[src/rtl/wdg_pkg.sv]
package wdg_pkg;

   // -----------------------------------------------------------------
   // Register map
   // -----------------------------------------------------------------
   localparam int AXI_AW = 5;
   localparam logic [AXI_AW-1:0] OFS_OPTIONS_ONE = 5'h00;
   localparam logic [AXI_AW-1:0] OFS_OPTIONS_TWO = 5'h04;
   localparam logic [AXI_AW-1:0] OFS_RESET_CAUSE = 5'h08;
   localparam logic [AXI_AW-1:0] OFS_COUNT = 5'h0c;

   // -----------------------------------------------------------------
   // Field positions and reset values
   // -----------------------------------------------------------------
   localparam int OPT1_ENABLE_BIT = 7;
   localparam int OPT1_TSEL_BIT = 6;
   localparam int OPT2_CLKSEL_BIT = 7;
   localparam int OPT2_WINDOW_BIT = 6;
   localparam int CAUSE_WDG_BIT = 5;
   localparam logic ENABLE_RST = 1'b1;
   localparam logic TSEL_RST = 1'b1;
   localparam logic CLKSEL_RST = 1'b0;
   localparam logic WINDOW_RST = 1'b0;

   // -----------------------------------------------------------------
   // Service keys, timeouts and bus answers
   // -----------------------------------------------------------------
   localparam logic [7:0] SVC_ARM_KEY = 8'h55;
   localparam logic [7:0] SVC_DONE_KEY = 8'haa;
   localparam int BUS_SHORT_CYC = 8192;
   localparam int BUS_LONG_CYC = 262144;
   localparam int LPO_SHORT_TICKS = 32;
   localparam int LPO_LONG_TICKS = 256;
   localparam logic [2:0] RST_PULSE_CYC = 3'h4;
   localparam logic [1:0] RESP_OKAY = 2'h0;
   localparam logic [1:0] RESP_SLVERR = 2'h2;

   function automatic logic wdg_addr_ok(input logic [AXI_AW-1:0] addr);
      return (addr[AXI_AW-1:2] == OFS_OPTIONS_ONE[AXI_AW-1:2]) ||
             (addr[AXI_AW-1:2] == OFS_OPTIONS_TWO[AXI_AW-1:2]) ||
             (addr[AXI_AW-1:2] == OFS_RESET_CAUSE[AXI_AW-1:2]) ||
             (addr[AXI_AW-1:2] == OFS_COUNT[AXI_AW-1:2]);
   endfunction : wdg_addr_ok

endpackage : wdg_pkg

[src/rtl/wdg_pin_sync.sv]
`timescale 1ns/1ps
module wdg_pin_sync (
   input wire logic i_mclk,
   input wire logic i_sys_rst,
   input wire logic i_pin,
   output logic o_rise
);
   typedef struct packed {
      logic s1;
      logic s2;
      logic s3;
      logic level;
      logic rise;
   } wdg_sync_s;

   wdg_sync_s q_ff;
   wdg_sync_s nxt_q;

   // A change is believed only once the second and third stages agree.
   always_comb begin
      nxt_q = q_ff;
      nxt_q.s1 = i_pin;
      nxt_q.s2 = q_ff.s1;
      nxt_q.s3 = q_ff.s2;
      nxt_q.rise = 1'b0;
      if (q_ff.s2 == q_ff.s3) begin
         nxt_q.level = q_ff.s3;
         nxt_q.rise = q_ff.s3 && !q_ff.level;
      end
   end

   always_ff @(posedge i_mclk or posedge i_sys_rst) begin
      if (i_sys_rst) begin
         q_ff <= '0;
      end else begin
         q_ff <= nxt_q;
      end
   end

   assign o_rise = q_ff.rise;
endmodule : wdg_pin_sync

[src/rtl/wdg_axil_slave.sv]
`timescale 1ns/1ps
module wdg_axil_slave
   import wdg_pkg::*;
(
   input wire logic i_mclk,
   input wire logic i_sys_rst,
   input wire logic [wdg_pkg::AXI_AW-1:0] i_awaddr,
   input wire logic i_awvalid,
   output logic o_awready,
   input wire logic [31:0] i_wdata,
   input wire logic [3:0] i_wstrb,
   input wire logic i_wvalid,
   output logic o_wready,
   output logic [1:0] o_bresp,
   output logic o_bvalid,
   input wire logic i_bready,
   input wire logic [wdg_pkg::AXI_AW-1:0] i_araddr,
   input wire logic i_arvalid,
   output logic o_arready,
   output logic [31:0] o_rdata,
   output logic [1:0] o_rresp,
   output logic o_rvalid,
   input wire logic i_rready,
   output logic o_wr_pulse,
   output logic [wdg_pkg::AXI_AW-1:0] o_wr_addr,
   output logic [31:0] o_wr_data,
   output logic [3:0] o_wr_strb,
   output logic [wdg_pkg::AXI_AW-1:0] o_rd_addr,
   input wire logic [31:0] i_rd_data
);
   typedef struct packed {
      logic awready;
      logic wready;
      logic bvalid;
      logic [1:0] bresp;
      logic arready;
      logic rvalid;
      logic [1:0] rresp;
      logic [31:0] rdata;
      logic have_aw;
      logic have_w;
      logic [AXI_AW-1:0] waddr;
      logic [31:0] wdata;
      logic [3:0] wstrb;
      logic wr_pulse;
   } wdg_axi_s;

   wdg_axi_s q_ff;
   wdg_axi_s nxt_q;

   // Address and data are caught independently, so either may come first.
   always_comb begin
      nxt_q = q_ff;
      nxt_q.wr_pulse = 1'b0;
      if (q_ff.awready && i_awvalid) begin
         nxt_q.have_aw = 1'b1;
         nxt_q.waddr = i_awaddr;
      end
      if (q_ff.wready && i_wvalid) begin
         nxt_q.have_w = 1'b1;
         nxt_q.wdata = i_wdata;
         nxt_q.wstrb = i_wstrb;
      end
      if (q_ff.bvalid && i_bready) begin
         nxt_q.bvalid = 1'b0;
      end
      if (nxt_q.have_aw && nxt_q.have_w && !q_ff.bvalid) begin
         nxt_q.wr_pulse = 1'b1;
         nxt_q.bvalid = 1'b1;
         nxt_q.bresp = wdg_addr_ok(nxt_q.waddr) ? RESP_OKAY : RESP_SLVERR;
         nxt_q.have_aw = 1'b0;
         nxt_q.have_w = 1'b0;
      end
      nxt_q.awready = !nxt_q.have_aw && !nxt_q.bvalid;
      nxt_q.wready = !nxt_q.have_w && !nxt_q.bvalid;
      if (q_ff.arready && i_arvalid) begin
         nxt_q.rvalid = 1'b1;
         nxt_q.rdata = i_rd_data;
         nxt_q.rresp = wdg_addr_ok(i_araddr) ? RESP_OKAY : RESP_SLVERR;
      end else if (q_ff.rvalid && i_rready) begin
         nxt_q.rvalid = 1'b0;
      end
      nxt_q.arready = !nxt_q.rvalid;
   end

   always_ff @(posedge i_mclk or posedge i_sys_rst) begin
      if (i_sys_rst) begin
         q_ff <= '0;
      end else begin
         q_ff <= nxt_q;
      end
   end

   assign o_awready = q_ff.awready;
   assign o_wready = q_ff.wready;
   assign o_bvalid = q_ff.bvalid;
   assign o_bresp = q_ff.bresp;
   assign o_arready = q_ff.arready;
   assign o_rvalid = q_ff.rvalid;
   assign o_rresp = q_ff.rresp;
   assign o_rdata = q_ff.rdata;
   assign o_wr_pulse = q_ff.wr_pulse;
   assign o_wr_addr = q_ff.waddr;
   assign o_wr_data = q_ff.wdata;
   assign o_wr_strb = q_ff.wstrb;
   assign o_rd_addr = i_araddr;
endmodule : wdg_axil_slave

[src/rtl/wdg_top.sv]
`timescale 1ns/1ps
module wdg_top
   import wdg_pkg::*;
#(
   parameter bit P_ROBUST = 1'b1,
   parameter int P_SHORT_CYC = wdg_pkg::BUS_SHORT_CYC,
   parameter int P_LONG_CYC = wdg_pkg::BUS_LONG_CYC
) (
   input wire logic i_mclk,
   input wire logic i_sys_rst,
   input wire logic [wdg_pkg::AXI_AW-1:0] i_awaddr,
   input wire logic i_awvalid,
   output logic o_awready,
   input wire logic [31:0] i_wdata,
   input wire logic [3:0] i_wstrb,
   input wire logic i_wvalid,
   output logic o_wready,
   output logic [1:0] o_bresp,
   output logic o_bvalid,
   input wire logic i_bready,
   input wire logic [wdg_pkg::AXI_AW-1:0] i_araddr,
   input wire logic i_arvalid,
   output logic o_arready,
   output logic [31:0] o_rdata,
   output logic [1:0] o_rresp,
   output logic o_rvalid,
   input wire logic i_rready,
   input wire logic i_lpo_clk,
   input wire logic i_debug_mode,
   input wire logic i_stop_mode,
   output logic o_wdg_reset
);
   import wdg_pkg::*;

   // -----------------------------------------------------------------
   // Timeout limits
   // -----------------------------------------------------------------
   localparam int P_CW = $clog2(P_LONG_CYC);
   localparam logic [P_CW-1:0] LIM_BUS_LONG = P_CW'(P_LONG_CYC - 1);
   localparam logic [P_CW-1:0] LIM_BUS_SHORT = P_CW'(P_SHORT_CYC - 1);
   localparam logic [P_CW-1:0] LIM_LPO_LONG = P_CW'(LPO_LONG_TICKS - 1);
   localparam logic [P_CW-1:0] LIM_LPO_SHORT = P_CW'(LPO_SHORT_TICKS - 1);

   typedef struct packed {
      logic enable;
      logic tsel;
      logic clksel;
      logic window;
      logic lock_one;
      logic lock_two;
      logic armed;
      logic cause;
      logic [P_CW-1:0] cnt;
      logic [2:0] rst_cnt;
      logic rst_out;
   } wdg_state_s;

   localparam wdg_state_s STATE_RST = '{enable: ENABLE_RST, tsel: TSEL_RST,
      clksel: CLKSEL_RST, window: WINDOW_RST, lock_one: 1'b0, lock_two: 1'b0,
      armed: 1'b0, cause: 1'b0, cnt: '0, rst_cnt: '0, rst_out: 1'b0};

   wdg_state_s q_ff;
   wdg_state_s nxt_q;

   logic wr_pulse;
   logic [AXI_AW-1:0] wr_addr;
   logic [31:0] wr_data;
   logic [3:0] wr_strb;
   logic [AXI_AW-1:0] rd_addr;
   logic [31:0] rd_data;
   logic lpo_rise;
   logic wr_ok;
   logic wr_opt1;
   logic wr_opt2;
   logic svc_wr;
   logic [7:0] wr_byte;
   logic halt;
   logic tick;
   logic rst_active;
   logic [P_CW-1:0] limit_m1;
   logic [P_CW-1:0] win_start;
   logic premature;
   logic bad_key;
   logic svc_done;
   logic expire;
   logic fire;

   // -----------------------------------------------------------------
   // Bus slave and oscillator input
   // -----------------------------------------------------------------
   wdg_axil_slave u_bus (
      .i_mclk(i_mclk),
      .i_sys_rst(i_sys_rst),
      .i_awaddr(i_awaddr),
      .i_awvalid(i_awvalid),
      .o_awready(o_awready),
      .i_wdata(i_wdata),
      .i_wstrb(i_wstrb),
      .i_wvalid(i_wvalid),
      .o_wready(o_wready),
      .o_bresp(o_bresp),
      .o_bvalid(o_bvalid),
      .i_bready(i_bready),
      .i_araddr(i_araddr),
      .i_arvalid(i_arvalid),
      .o_arready(o_arready),
      .o_rdata(o_rdata),
      .o_rresp(o_rresp),
      .o_rvalid(o_rvalid),
      .i_rready(i_rready),
      .o_wr_pulse(wr_pulse),
      .o_wr_addr(wr_addr),
      .o_wr_data(wr_data),
      .o_wr_strb(wr_strb),
      .o_rd_addr(rd_addr),
      .i_rd_data(rd_data)
   );

   // The oscillator is sampled here, so a dead bus clock also stops this
   // path; a fully independent watchdog would need its own clock domain.
   wdg_pin_sync u_lpo (
      .i_mclk(i_mclk),
      .i_sys_rst(i_sys_rst),
      .i_pin(i_lpo_clk),
      .o_rise(lpo_rise)
   );

   // -----------------------------------------------------------------
   // Decode and timeout selection
   // -----------------------------------------------------------------
   always_comb begin
      rst_active = q_ff.rst_cnt != 3'h0;
      wr_ok = wr_pulse && wr_strb[0] && !rst_active;
      wr_byte = wr_data[7:0];
      wr_opt1 = wr_ok && (wr_addr[AXI_AW-1:2] == OFS_OPTIONS_ONE[AXI_AW-1:2]);
      wr_opt2 = wr_ok && (wr_addr[AXI_AW-1:2] == OFS_OPTIONS_TWO[AXI_AW-1:2]);
      svc_wr = wr_ok && (wr_addr[AXI_AW-1:2] == OFS_RESET_CAUSE[AXI_AW-1:2]);
      halt = i_debug_mode || i_stop_mode;
      tick = q_ff.clksel ? lpo_rise : 1'b1;
      if (q_ff.clksel) begin
         limit_m1 = q_ff.tsel ? LIM_LPO_LONG : LIM_LPO_SHORT;
      end else begin
         limit_m1 = q_ff.tsel ? LIM_BUS_LONG : LIM_BUS_SHORT;
      end
      win_start = limit_m1 - (limit_m1 >> 2);
      premature = P_ROBUST && q_ff.window && !q_ff.clksel &&
                  q_ff.enable && (q_ff.cnt < win_start);
      bad_key = P_ROBUST && svc_wr && (wr_byte != SVC_ARM_KEY) &&
                (wr_byte != SVC_DONE_KEY);
      svc_done = svc_wr && (!P_ROBUST ||
                 ((wr_byte == SVC_DONE_KEY) && q_ff.armed));
      expire = q_ff.enable && !halt && !svc_done && tick &&
               (q_ff.cnt == limit_m1) && !rst_active;
      fire = expire || bad_key || (svc_wr && premature);
   end

   // -----------------------------------------------------------------
   // Register read mux
   // -----------------------------------------------------------------
   always_comb begin
      rd_data = 32'h0;
      case (rd_addr[AXI_AW-1:2])
         OFS_OPTIONS_ONE[AXI_AW-1:2]: begin
            rd_data[OPT1_ENABLE_BIT] = q_ff.enable;
            rd_data[OPT1_TSEL_BIT] = q_ff.tsel;
         end
         OFS_OPTIONS_TWO[AXI_AW-1:2]: begin
            rd_data[OPT2_CLKSEL_BIT] = q_ff.clksel;
            rd_data[OPT2_WINDOW_BIT] = q_ff.window;
         end
         OFS_RESET_CAUSE[AXI_AW-1:2]: begin
            rd_data[CAUSE_WDG_BIT] = q_ff.cause;
         end
         OFS_COUNT[AXI_AW-1:2]: begin
            rd_data[P_CW-1:0] = q_ff.cnt;
         end
         default: begin
            rd_data = 32'h0;
         end
      endcase
   end

   // -----------------------------------------------------------------
   // Watchdog state
   // -----------------------------------------------------------------
   always_comb begin
      nxt_q = q_ff;
      if (rst_active) begin
         nxt_q.rst_cnt = q_ff.rst_cnt - 3'h1;
         nxt_q.rst_out = q_ff.rst_cnt != 3'h1;
      end else if (fire) begin
         // The watchdog reset reinitialises all but the cause flag and the reset pulse counter and output.
         nxt_q = STATE_RST;
         nxt_q.cause = 1'b1;
         nxt_q.rst_cnt = RST_PULSE_CYC;
         nxt_q.rst_out = 1'b1;
      end else begin
         if (wr_opt1 && !q_ff.lock_one) begin
            nxt_q.enable = wr_byte[OPT1_ENABLE_BIT];
            nxt_q.tsel = wr_byte[OPT1_TSEL_BIT];
            nxt_q.lock_one = 1'b1;
         end
         if (P_ROBUST && wr_opt2 && !q_ff.lock_two) begin
            nxt_q.clksel = wr_byte[OPT2_CLKSEL_BIT];
            nxt_q.window = wr_byte[OPT2_WINDOW_BIT];
            nxt_q.lock_two = 1'b1;
         end
         if (svc_wr) begin
            nxt_q.armed = wr_byte == SVC_ARM_KEY;
         end
         if (!q_ff.enable) begin
            nxt_q.cnt = '0;
         end else if (halt) begin
            if (q_ff.clksel) begin
               nxt_q.cnt = '0;
            end
         end else if (svc_done) begin
            nxt_q.cnt = '0;
         end else if (tick) begin
            nxt_q.cnt = q_ff.cnt + P_CW'(1);
         end
      end
   end

   always_ff @(posedge i_mclk or posedge i_sys_rst) begin
      if (i_sys_rst) begin
         q_ff <= STATE_RST;
      end else begin
         q_ff <= nxt_q;
      end
   end

   assign o_wdg_reset = q_ff.rst_out;
endmodule : wdg_top

[config.mk]
export PLATFORM = sky130hd
export DESIGN_NAME = wdg_top
export DESIGN_NICKNAME = d
export VERILOG_FILES = /design/src/rtl/wdg_pkg.sv /design/src/rtl/wdg_pin_sync.sv /design/src/rtl/wdg_axil_slave.sv /design/src/rtl/wdg_top.sv
export SDC_FILE = /design/constraint.sdc
export NUM_CORES = 1
export LEC_CHECK = 0
export BUFFER_PORTS_ARGS = -buffer_cell sky130_fd_sc_hd__buf_4
export CORE_MARGIN = 3
export CORE_UTILIZATION = 25
export CTS_CLUSTER_SIZE = 30
export DETAILED_ROUTE_END_ITERATION = 8
export SETUP_SLACK_MARGIN = 0.2
export SLEW_MARGIN = 10
export SYNTH_ARGS = -nofsm -noshare
export SYNTH_HDL_FRONTEND = slang
export SYNTH_SLANG_ARGS = --single-unit
[constraint.sdc]
create_clock -name i_mclk -period 3.5 [get_ports i_mclk]
set_clock_uncertainty 0.1 [all_clocks]
set_input_delay 0.175 -clock i_mclk [delete_from_list [all_inputs] [get_ports i_mclk]]
set_output_delay 0.175 -clock i_mclk [all_outputs]
set_load 0.01 [all_outputs]
## Yosys cells after proc, flatten, opt, wreduce, memory -nomap -nowiden

Cells that the tools add are included.

| cells by class | value |
|---|---|
| equal/unequal tests | 17 |
| div/mod/pow operators | 0 |
| bitwise logic cells | 1 |
| $add $sub $neg | 3 |
| shifts and indexed selects | 0 |
| multiply operators | 0 |
| mux-type cells | 34 |
| order comparisons | 1 |
| reductions and logical operators | 64 |

Operators with widths:

| kind | number |
|---|---|
| 18-bit two-way mux | 8 |
| 1-bit logical AND | 30 |
| 18-bit by 1-bit adder with 18-bit output (second input constant) | 1 |
| 18-bit == test | 1 |
| 18-bit less-than comparator | 1 |
| 18-bit by 16-bit subtractor with 18-bit output | 1 |
| 3-bit by 2-bit == test with 1-bit output (second input constant) | 5 |
| 1-bit logical NOT | 12 |
| 1-bit two-way mux | 11 |
| 10-bit two-way mux | 1 |
| 2-bit two-way mux | 5 |
| 5-bit two-way mux | 2 |
| 3-bit by 1-bit == test with 1-bit output (second input constant) | 3 |
| 3-bit logical NOT | 3 |
| 1-bit logical OR | 9 |
| 8-bit by 7-bit == test with 1-bit output (second input constant) | 1 |
| 8-bit == test (second input constant) | 1 |
| 4-bit two-way mux | 2 |
| 8-bit two-way mux | 1 |
| 8-bit by 7-bit != test with 1-bit output (second input constant) | 1 |
| 8-bit != test (second input constant) | 1 |
| 2-bit AND reduction | 4 |
| 2-bit nonzero test | 4 |
| 7-bit two-way mux | 1 |
| other kinds (11) | 11 |

| word-level totals | value |
|---|---|
| bits in writable memories | 0 |
| memories | 0 |
| memory bits (read-only) | 0 |
| register bits after elaboration | 79 |
| word-level logic and storage cells | 151 |
| latch bits | 0 |
| output and inout bits | 42 |
| input bits | 56 |

## Depth between registers and ports, before layout

| depth | value |
|---|---|
| depth in word-level cells | 14 |
| gate-level depth with buffers | 12 |
| depth with buffers taken out | 11 |

## Hierarchy

Synthesis repeated with hierarchy kept, for this count alone.

| second synthesis, totals | value |
|---|---|
| cell total of the unflattened synthesis | 564 |
| area total of the unflattened synthesis | 6417.4 um^2 |

By module, submodules not included:

| module | instances | cells each | area an instance (um^2) | seq. area each (um^2) |
|---|---|---|---|---|
| wdg_axil_slave | 1 | 267 | 3858.7 | 2077.0 |
| wdg_top | 1 | 289 | 2408.6 | 753.2 |
| wdg_pin_sync | 1 | 8 | 150.1 | 125.1 |

## Least setup slack after synthesis

OpenSTA, ideal clock, no wires.

| timing | value |
|---|---|
| path kind | reg2reg |
| start | reg q_ff[27] (netlist bit) |
| end | reg q_ff[14] (netlist bit) |
| buffers on the path | 2 |
| data required time | 3264 ps |
| setup time | 136 ps |
| cell stages (with the launch flop) | 12 |
| slack | 835 ps |
| arrival time | 2429 ps |
| period minus slack after synthesis | 2665 ps |
| cells stage by stage | dfrtp_1 > inv_1 > ha_1 > or4_1 > o22a_1 > a2111o_1 > nand2b_1 > buf_4 > buf_6 > inv_1 > a31oi_1 > a21oi_1 |

| between the ends | value |
|---|---|
| cells in the longest elaborated chain, start to end | 8 |

Ends and longest elaborated chain:

| item | RTL line | text |
|---|---|---|
| from (decl) | wdg_top.sv:62 | `wdg_state_s q_ff;` |
| from (signal assigned) | wdg_top.sv:229 | `q_ff <= nxt_q;` |
| 18-bit two-way mux, or another cell as far along | wdg_top.sv:140 | `if (q_ff.clksel) begin` |
| 18-bit by 16-bit subtractor with 18-bit output, or another cell as far along | wdg_top.sv:145 | `win_start = limit_m1 - (limit_m1 >> 2);` |
| 18-bit less-than comparator, or another cell as far along | wdg_top.sv:147 | `q_ff.enable && (q_ff.cnt < win_start);` |
| 1-bit logical AND (on tied branches) | wdg_top.sv:147, wdg_top.sv:153 |  |
| 1-bit logical AND or 1-bit logical OR (tied branches) | wdg_top.sv:154 | `fire = expire \|\| bad_key \|\| (svc_wr && premature);` |
| 1-bit logical OR | wdg_top.sv:154 |  |
| 5-bit by 1-bit != test with 1-bit output (no line) or 4-bit by 3-bit != test with 1-bit output (tied branches) | - |  |
| 3-bit AND reduction (no line) | - |  |

Several ways; a longest one is shown, not always the timed one.
A chain may end at the register's enable or synchronous reset.

## Final worst setup path

| timing | value |
|---|---|
| start | reg q_ff[28] (netlist bit) |
| end | reg q_ff[6] (netlist bit) |

| between the ends | value |
|---|---|
| cells in the longest elaborated chain, start to end | 9 |

Ends and longest elaborated chain:

| item | RTL line |
|---|---|
| 8-bit two-way mux or 18-bit two-way mux (tied branches) | wdg_top.sv:141, wdg_top.sv:143 |
| 18-bit two-way mux * | wdg_top.sv:140 |
| 18-bit by 16-bit subtractor with 18-bit output or 18-bit == test (tied branches) | wdg_top.sv:145, wdg_top.sv:153 |
| 18-bit less-than comparator or 1-bit logical AND (tied branches) | wdg_top.sv:147, wdg_top.sv:152 |
| 1-bit logical AND (on tied branches) | wdg_top.sv:147, wdg_top.sv:153 |
| 1-bit logical AND or 1-bit logical OR (tied branches) | wdg_top.sv:154 |
| 1-bit logical OR * | wdg_top.sv:154 |
| 5-bit by 1-bit != test with 1-bit output (no line) or 4-bit by 3-bit != test with 1-bit output (tied branches) | - |
| 3-bit AND reduction (no line) | - |

Mark *: on every way between the ends. The rest lies on a longest branch, timed or not.

==> metrics.md <==
| Metric | Value |
|---|---|
| DRT antenna net count | `0` |
| Post-synth EDFFs | `0` |
| Initial antenna violation count | `0` |
| Final net count | `532` |
| Final Critical Period | `3.034 ns` |
| P&R area growth vs syn | `22.18%` |
| Die area | `17740 um^2` |
| Die width | `133.2 um` |
| Status | `finished clean` |
| Area of the multi-input gates | `1849 um^2` |
| DR iter-0 viols | `185` |
| Total wire length | `9031 um` |
| DPL Wire Length | `6579 um` |
| Xor-xnor portion of the synthesized cell area | `0.2166%` |
| Adder-cell share of the synthesized area | `6.745%` |
| Inst Count DP | `639` |
| DR vias | `3078` |
| Tot GR Track Use | `10.28%` |
| Async set-or-reset flop fraction in the synthesized netlist | `100.0%` |
| MaxCap Viol Count | `0` |
| Synth warn | `0` |
| Largest net degree at the start of global routing | `34` |
| H-tree levels | `3` |
| FF+latch area | `1879 um^2` |
| DRC violations left | `0` |
| Sink Count | `75` |
| CP peak stage delay | `0.59 ns` |
| Slew @ Worst Pin | `0.7870 ns` |
| Post-Synth Simple-Gate Area | `18.19%` |
| Final hold violations | `0` |
| Switching power of the nets | `891.2 uW` |
| Worst Path Arrival | `3.14 ns` |
| Fraction of layout cells with a size suffix above 1 | `21.30%` |
| CP max FO | `15` |
| Wire per inst | `13.46 um` |
| Yosys reg bits | `75` |
| Main combinational cell family by area after synthesis | `simple AND/OR/NAND/NOR gates` |
| Hold slack | `0.008764 ns` |
| CTS buffer count | `9` |
| Root Driver | `clkbuf_16` |
| Number of top-level pins | `98` |
| Vias per cell | `4.587` |
| Internal | `1.964 mW` |
| Sequential Power Share | `41.4%` |
| RSZ-0062 raised after global routing | `no` |
| Critical-path top delay cell | `or4b_2` |
| Ys flop type | `dfrtp_1` |
| Filler instances | `1603` |
| Synth Area in Compound Gates | `13.43%` |
| Period utilisation layout | `86.70%` |
| First-pass GRT wire length | `15040 um` |
| Critical Path RT | `3.60 ns` |
| Pwr dens | `577.9 nW/um^2` |
| Worst VDD drop | `0.3069 mV` |
| Die Ht | `133.2 um` |
| Register clock-pin slew on the reported worst setup and hold paths | `0.06 ns` |
| Max Slew Vio Count | `0` |
| Comb pwr share | `26.9%` |
| CP Capture Type | `flop` |
| Ant diodes | `0` |
| CTS tree | `done` |
| Initial Util | `26.02%` |
| Post-layout util | `31.80%` |
| Mux contribution to synthesized area | `5.384%` |
| Vias in the first global route | `3101` |
| Post-synthesis sequential area ratio | `46.47%` |
| Switching Share | `31.21%` |
| Pre-antenna DRT Iters | `4` |
| Setup CP Type | `reg2reg` |
| CP Launch Type | `flop` |
| PnR Total Power | `2.855 mW` |
| Worst slew margin | `47.41%` |
| Cells after Synth | `401` |
| Synth cell types | `51` |
| Remaining global-route overflow | `0` |
| Clk_lat worst skew | `0.33 ns` |
| Mapped Area | `4044 um^2` |
| Cells along the critical path | `inv_1, ha_1, or4b_2, o31a_1, a2111o_1, nand2b_1, buf_4, nor2_1, o21ai_0, a21oi_1` |
| Routability congestion estimate | `0.8378` |
| Final Instance Count excl. Fillers | `671` |
| Number of cell rows | `45` |
| Avg Inst Size Synth | `10.08 um^2` |
| Leakage Power | `2.253 nW` |
| Post-CTS setup repair buffer count | `0` |
| Setup_tns | `0 ns` |
| Core area | `15540 um^2` |
| Buf+Inv Stages, Crit Path | `2` |
| Final setup viols | `0` |
| Clock Power Share | `31.7%` |
| Max frequency | `329.5 MHz` |
| Crit path max-delay family | `simple AND/OR/NAND/NOR gates` |
| CTS Buffer Depth | `2` |
| HP Class | `in2reg` |
| Port bufs | `50` |
per-stage QoR:
step / area, um^2 / worst slack (ns)
2_1_floorplan: 4108 / 0.8347
3_3_place_gp: 4481 / 0.5671
3_5_place_dp: 4481 / 0.4989
4_1_cts: 4941 / 0.4668
5_1_grt: 4941 / 0.2355
6_report: 4941 / 0.4655
state kept, by name, summed over array words and instances (netlist names), 2 cells and up, named ones only:
register and cells:
u_lpo.q_ff 2, q_ff 29, u_bus.o_rdata 18, u_bus.o_wr_data 8
u_lpo.nxt_q 2, u_bus.q_ff 2
synth_stat cells, types with 7 or more instances:
master    number  share of area (%)
dfrtp_1       73                 45
nor2_1        28                2.6
o21ai_0       20                2.5
mux2_2        14                3.9
or4_1          8                1.5
a22o_1        17                3.7
nand3_1       12                1.5
nor3_1        11                1.4
ha_1          21                6.5
nor2b_1        8                1.2
clkbuf_1      10               0.93
a21oi_1       30                3.7
buf_4         37                6.9
nand2_1       25                2.3
nand3b_1       7                1.3
inv_1         14                1.3
cells by family after synthesis:
family / after synthesis
AND/OR/NAND/NOR: 134
XOR/XNOR: 1
flip-flops: 75
multiplexers: 20
AO/OA/AOI/OAI: 85
other: 2
adder cells (fa/ha/maj): 22
buffers and inverters: 62
layout by cell type, fill, tap and decap left out, types with 2 or more instances in the layout:
cell type and n:
clkinvlp_4 2, inv_1 13, dfrtp_1 73, or2_2 3, nor2_1 28, mux2i_1 6, a31oi_1 4, dfstp_2 2
o211ai_1 2, buf_4 58, nor2b_1 8, conb_1 19, dlygate4sd3_1 16, nand4_1 6, or4b_2 2, o21ai_0 20
a21oi_1 30, mux2_2 14, and2_1 2, a22o_1 17, nor4_1 3, nor4bb_1 3, clkbuf_8 4, o31a_1 2
nor3_1 11, or3_1 5, and3_1 2, nand3_1 12, ha_1 21, clkbuf_16 9, nand2_1 25, nand3b_1 7
nand2b_1 2, or4_1 8
routing by layer:
metal	vias to the layer above	track usage (%)	routed length, um
li1	1507	-	-
met1	1479	13.19	4174
met2	82	16.25	4214
met3	10	3.134	487
met4	0	4.057	155
met5	-	0	0
final cells by class:
cell class	instances	share of cell area, %
Clock buffer	13	5.672
Clock inverter	3	0.4052
Inverter	14	1.064
Multi-Input combinational cell	281	37.43
Sequential cell	75	38.03
Tap cell	211	5.343
Timing Repair Buffer	74	12.05
worst register-to-register path: stages (launching register included):
cell      delay [ns]
dfstp_2         0.40
inv_1           0.14
ha_1            0.21
or4b_2          0.59
o31a_1          0.14
a2111o_1        0.35
nand2b_1        0.44
buf_4           0.23
nor2_1          0.04
o21ai_0         0.18
a21oi_1         0.10
timing repair:
item / CTS / global route
resized for setup: 0 / 0
hold buffers: 16 / 0
hold endpoints to repair: 45 / 0
endpoints found under the setup margin: 0 / 0
power by group through the flow:
stage	clock network [mW]	registers (mW)	logic, mW
finish	0.906	1.18	0.768
global route	0.963	1.21	0.854
CTS	0.924	1.18	0.775
detailed placement	0	1.20	0.758
global placement	0	1.18	0.727
floorplan	0	1.17	0.544
final timing paths:
kind                                   end            from  depth (start not counted)  slack, ns
max                                q_ff[6]        q_ff[28]                         10       0.47
min                        u_bus.o_awready        i_bready                          3      0.009
max reg2reg                        q_ff[6]        q_ff[28]                         10       0.47
min reg2reg                 u_lpo.nxt_q[2]  u_lpo.nxt_q[3]                          0       0.25
max in group asynchronous         q_ff[19]       i_sys_rst                          4       2.12
min in group asynchronous      o_wdg_reset       i_sys_rst                          3       0.41
Power figures use the tool's default switching activity.
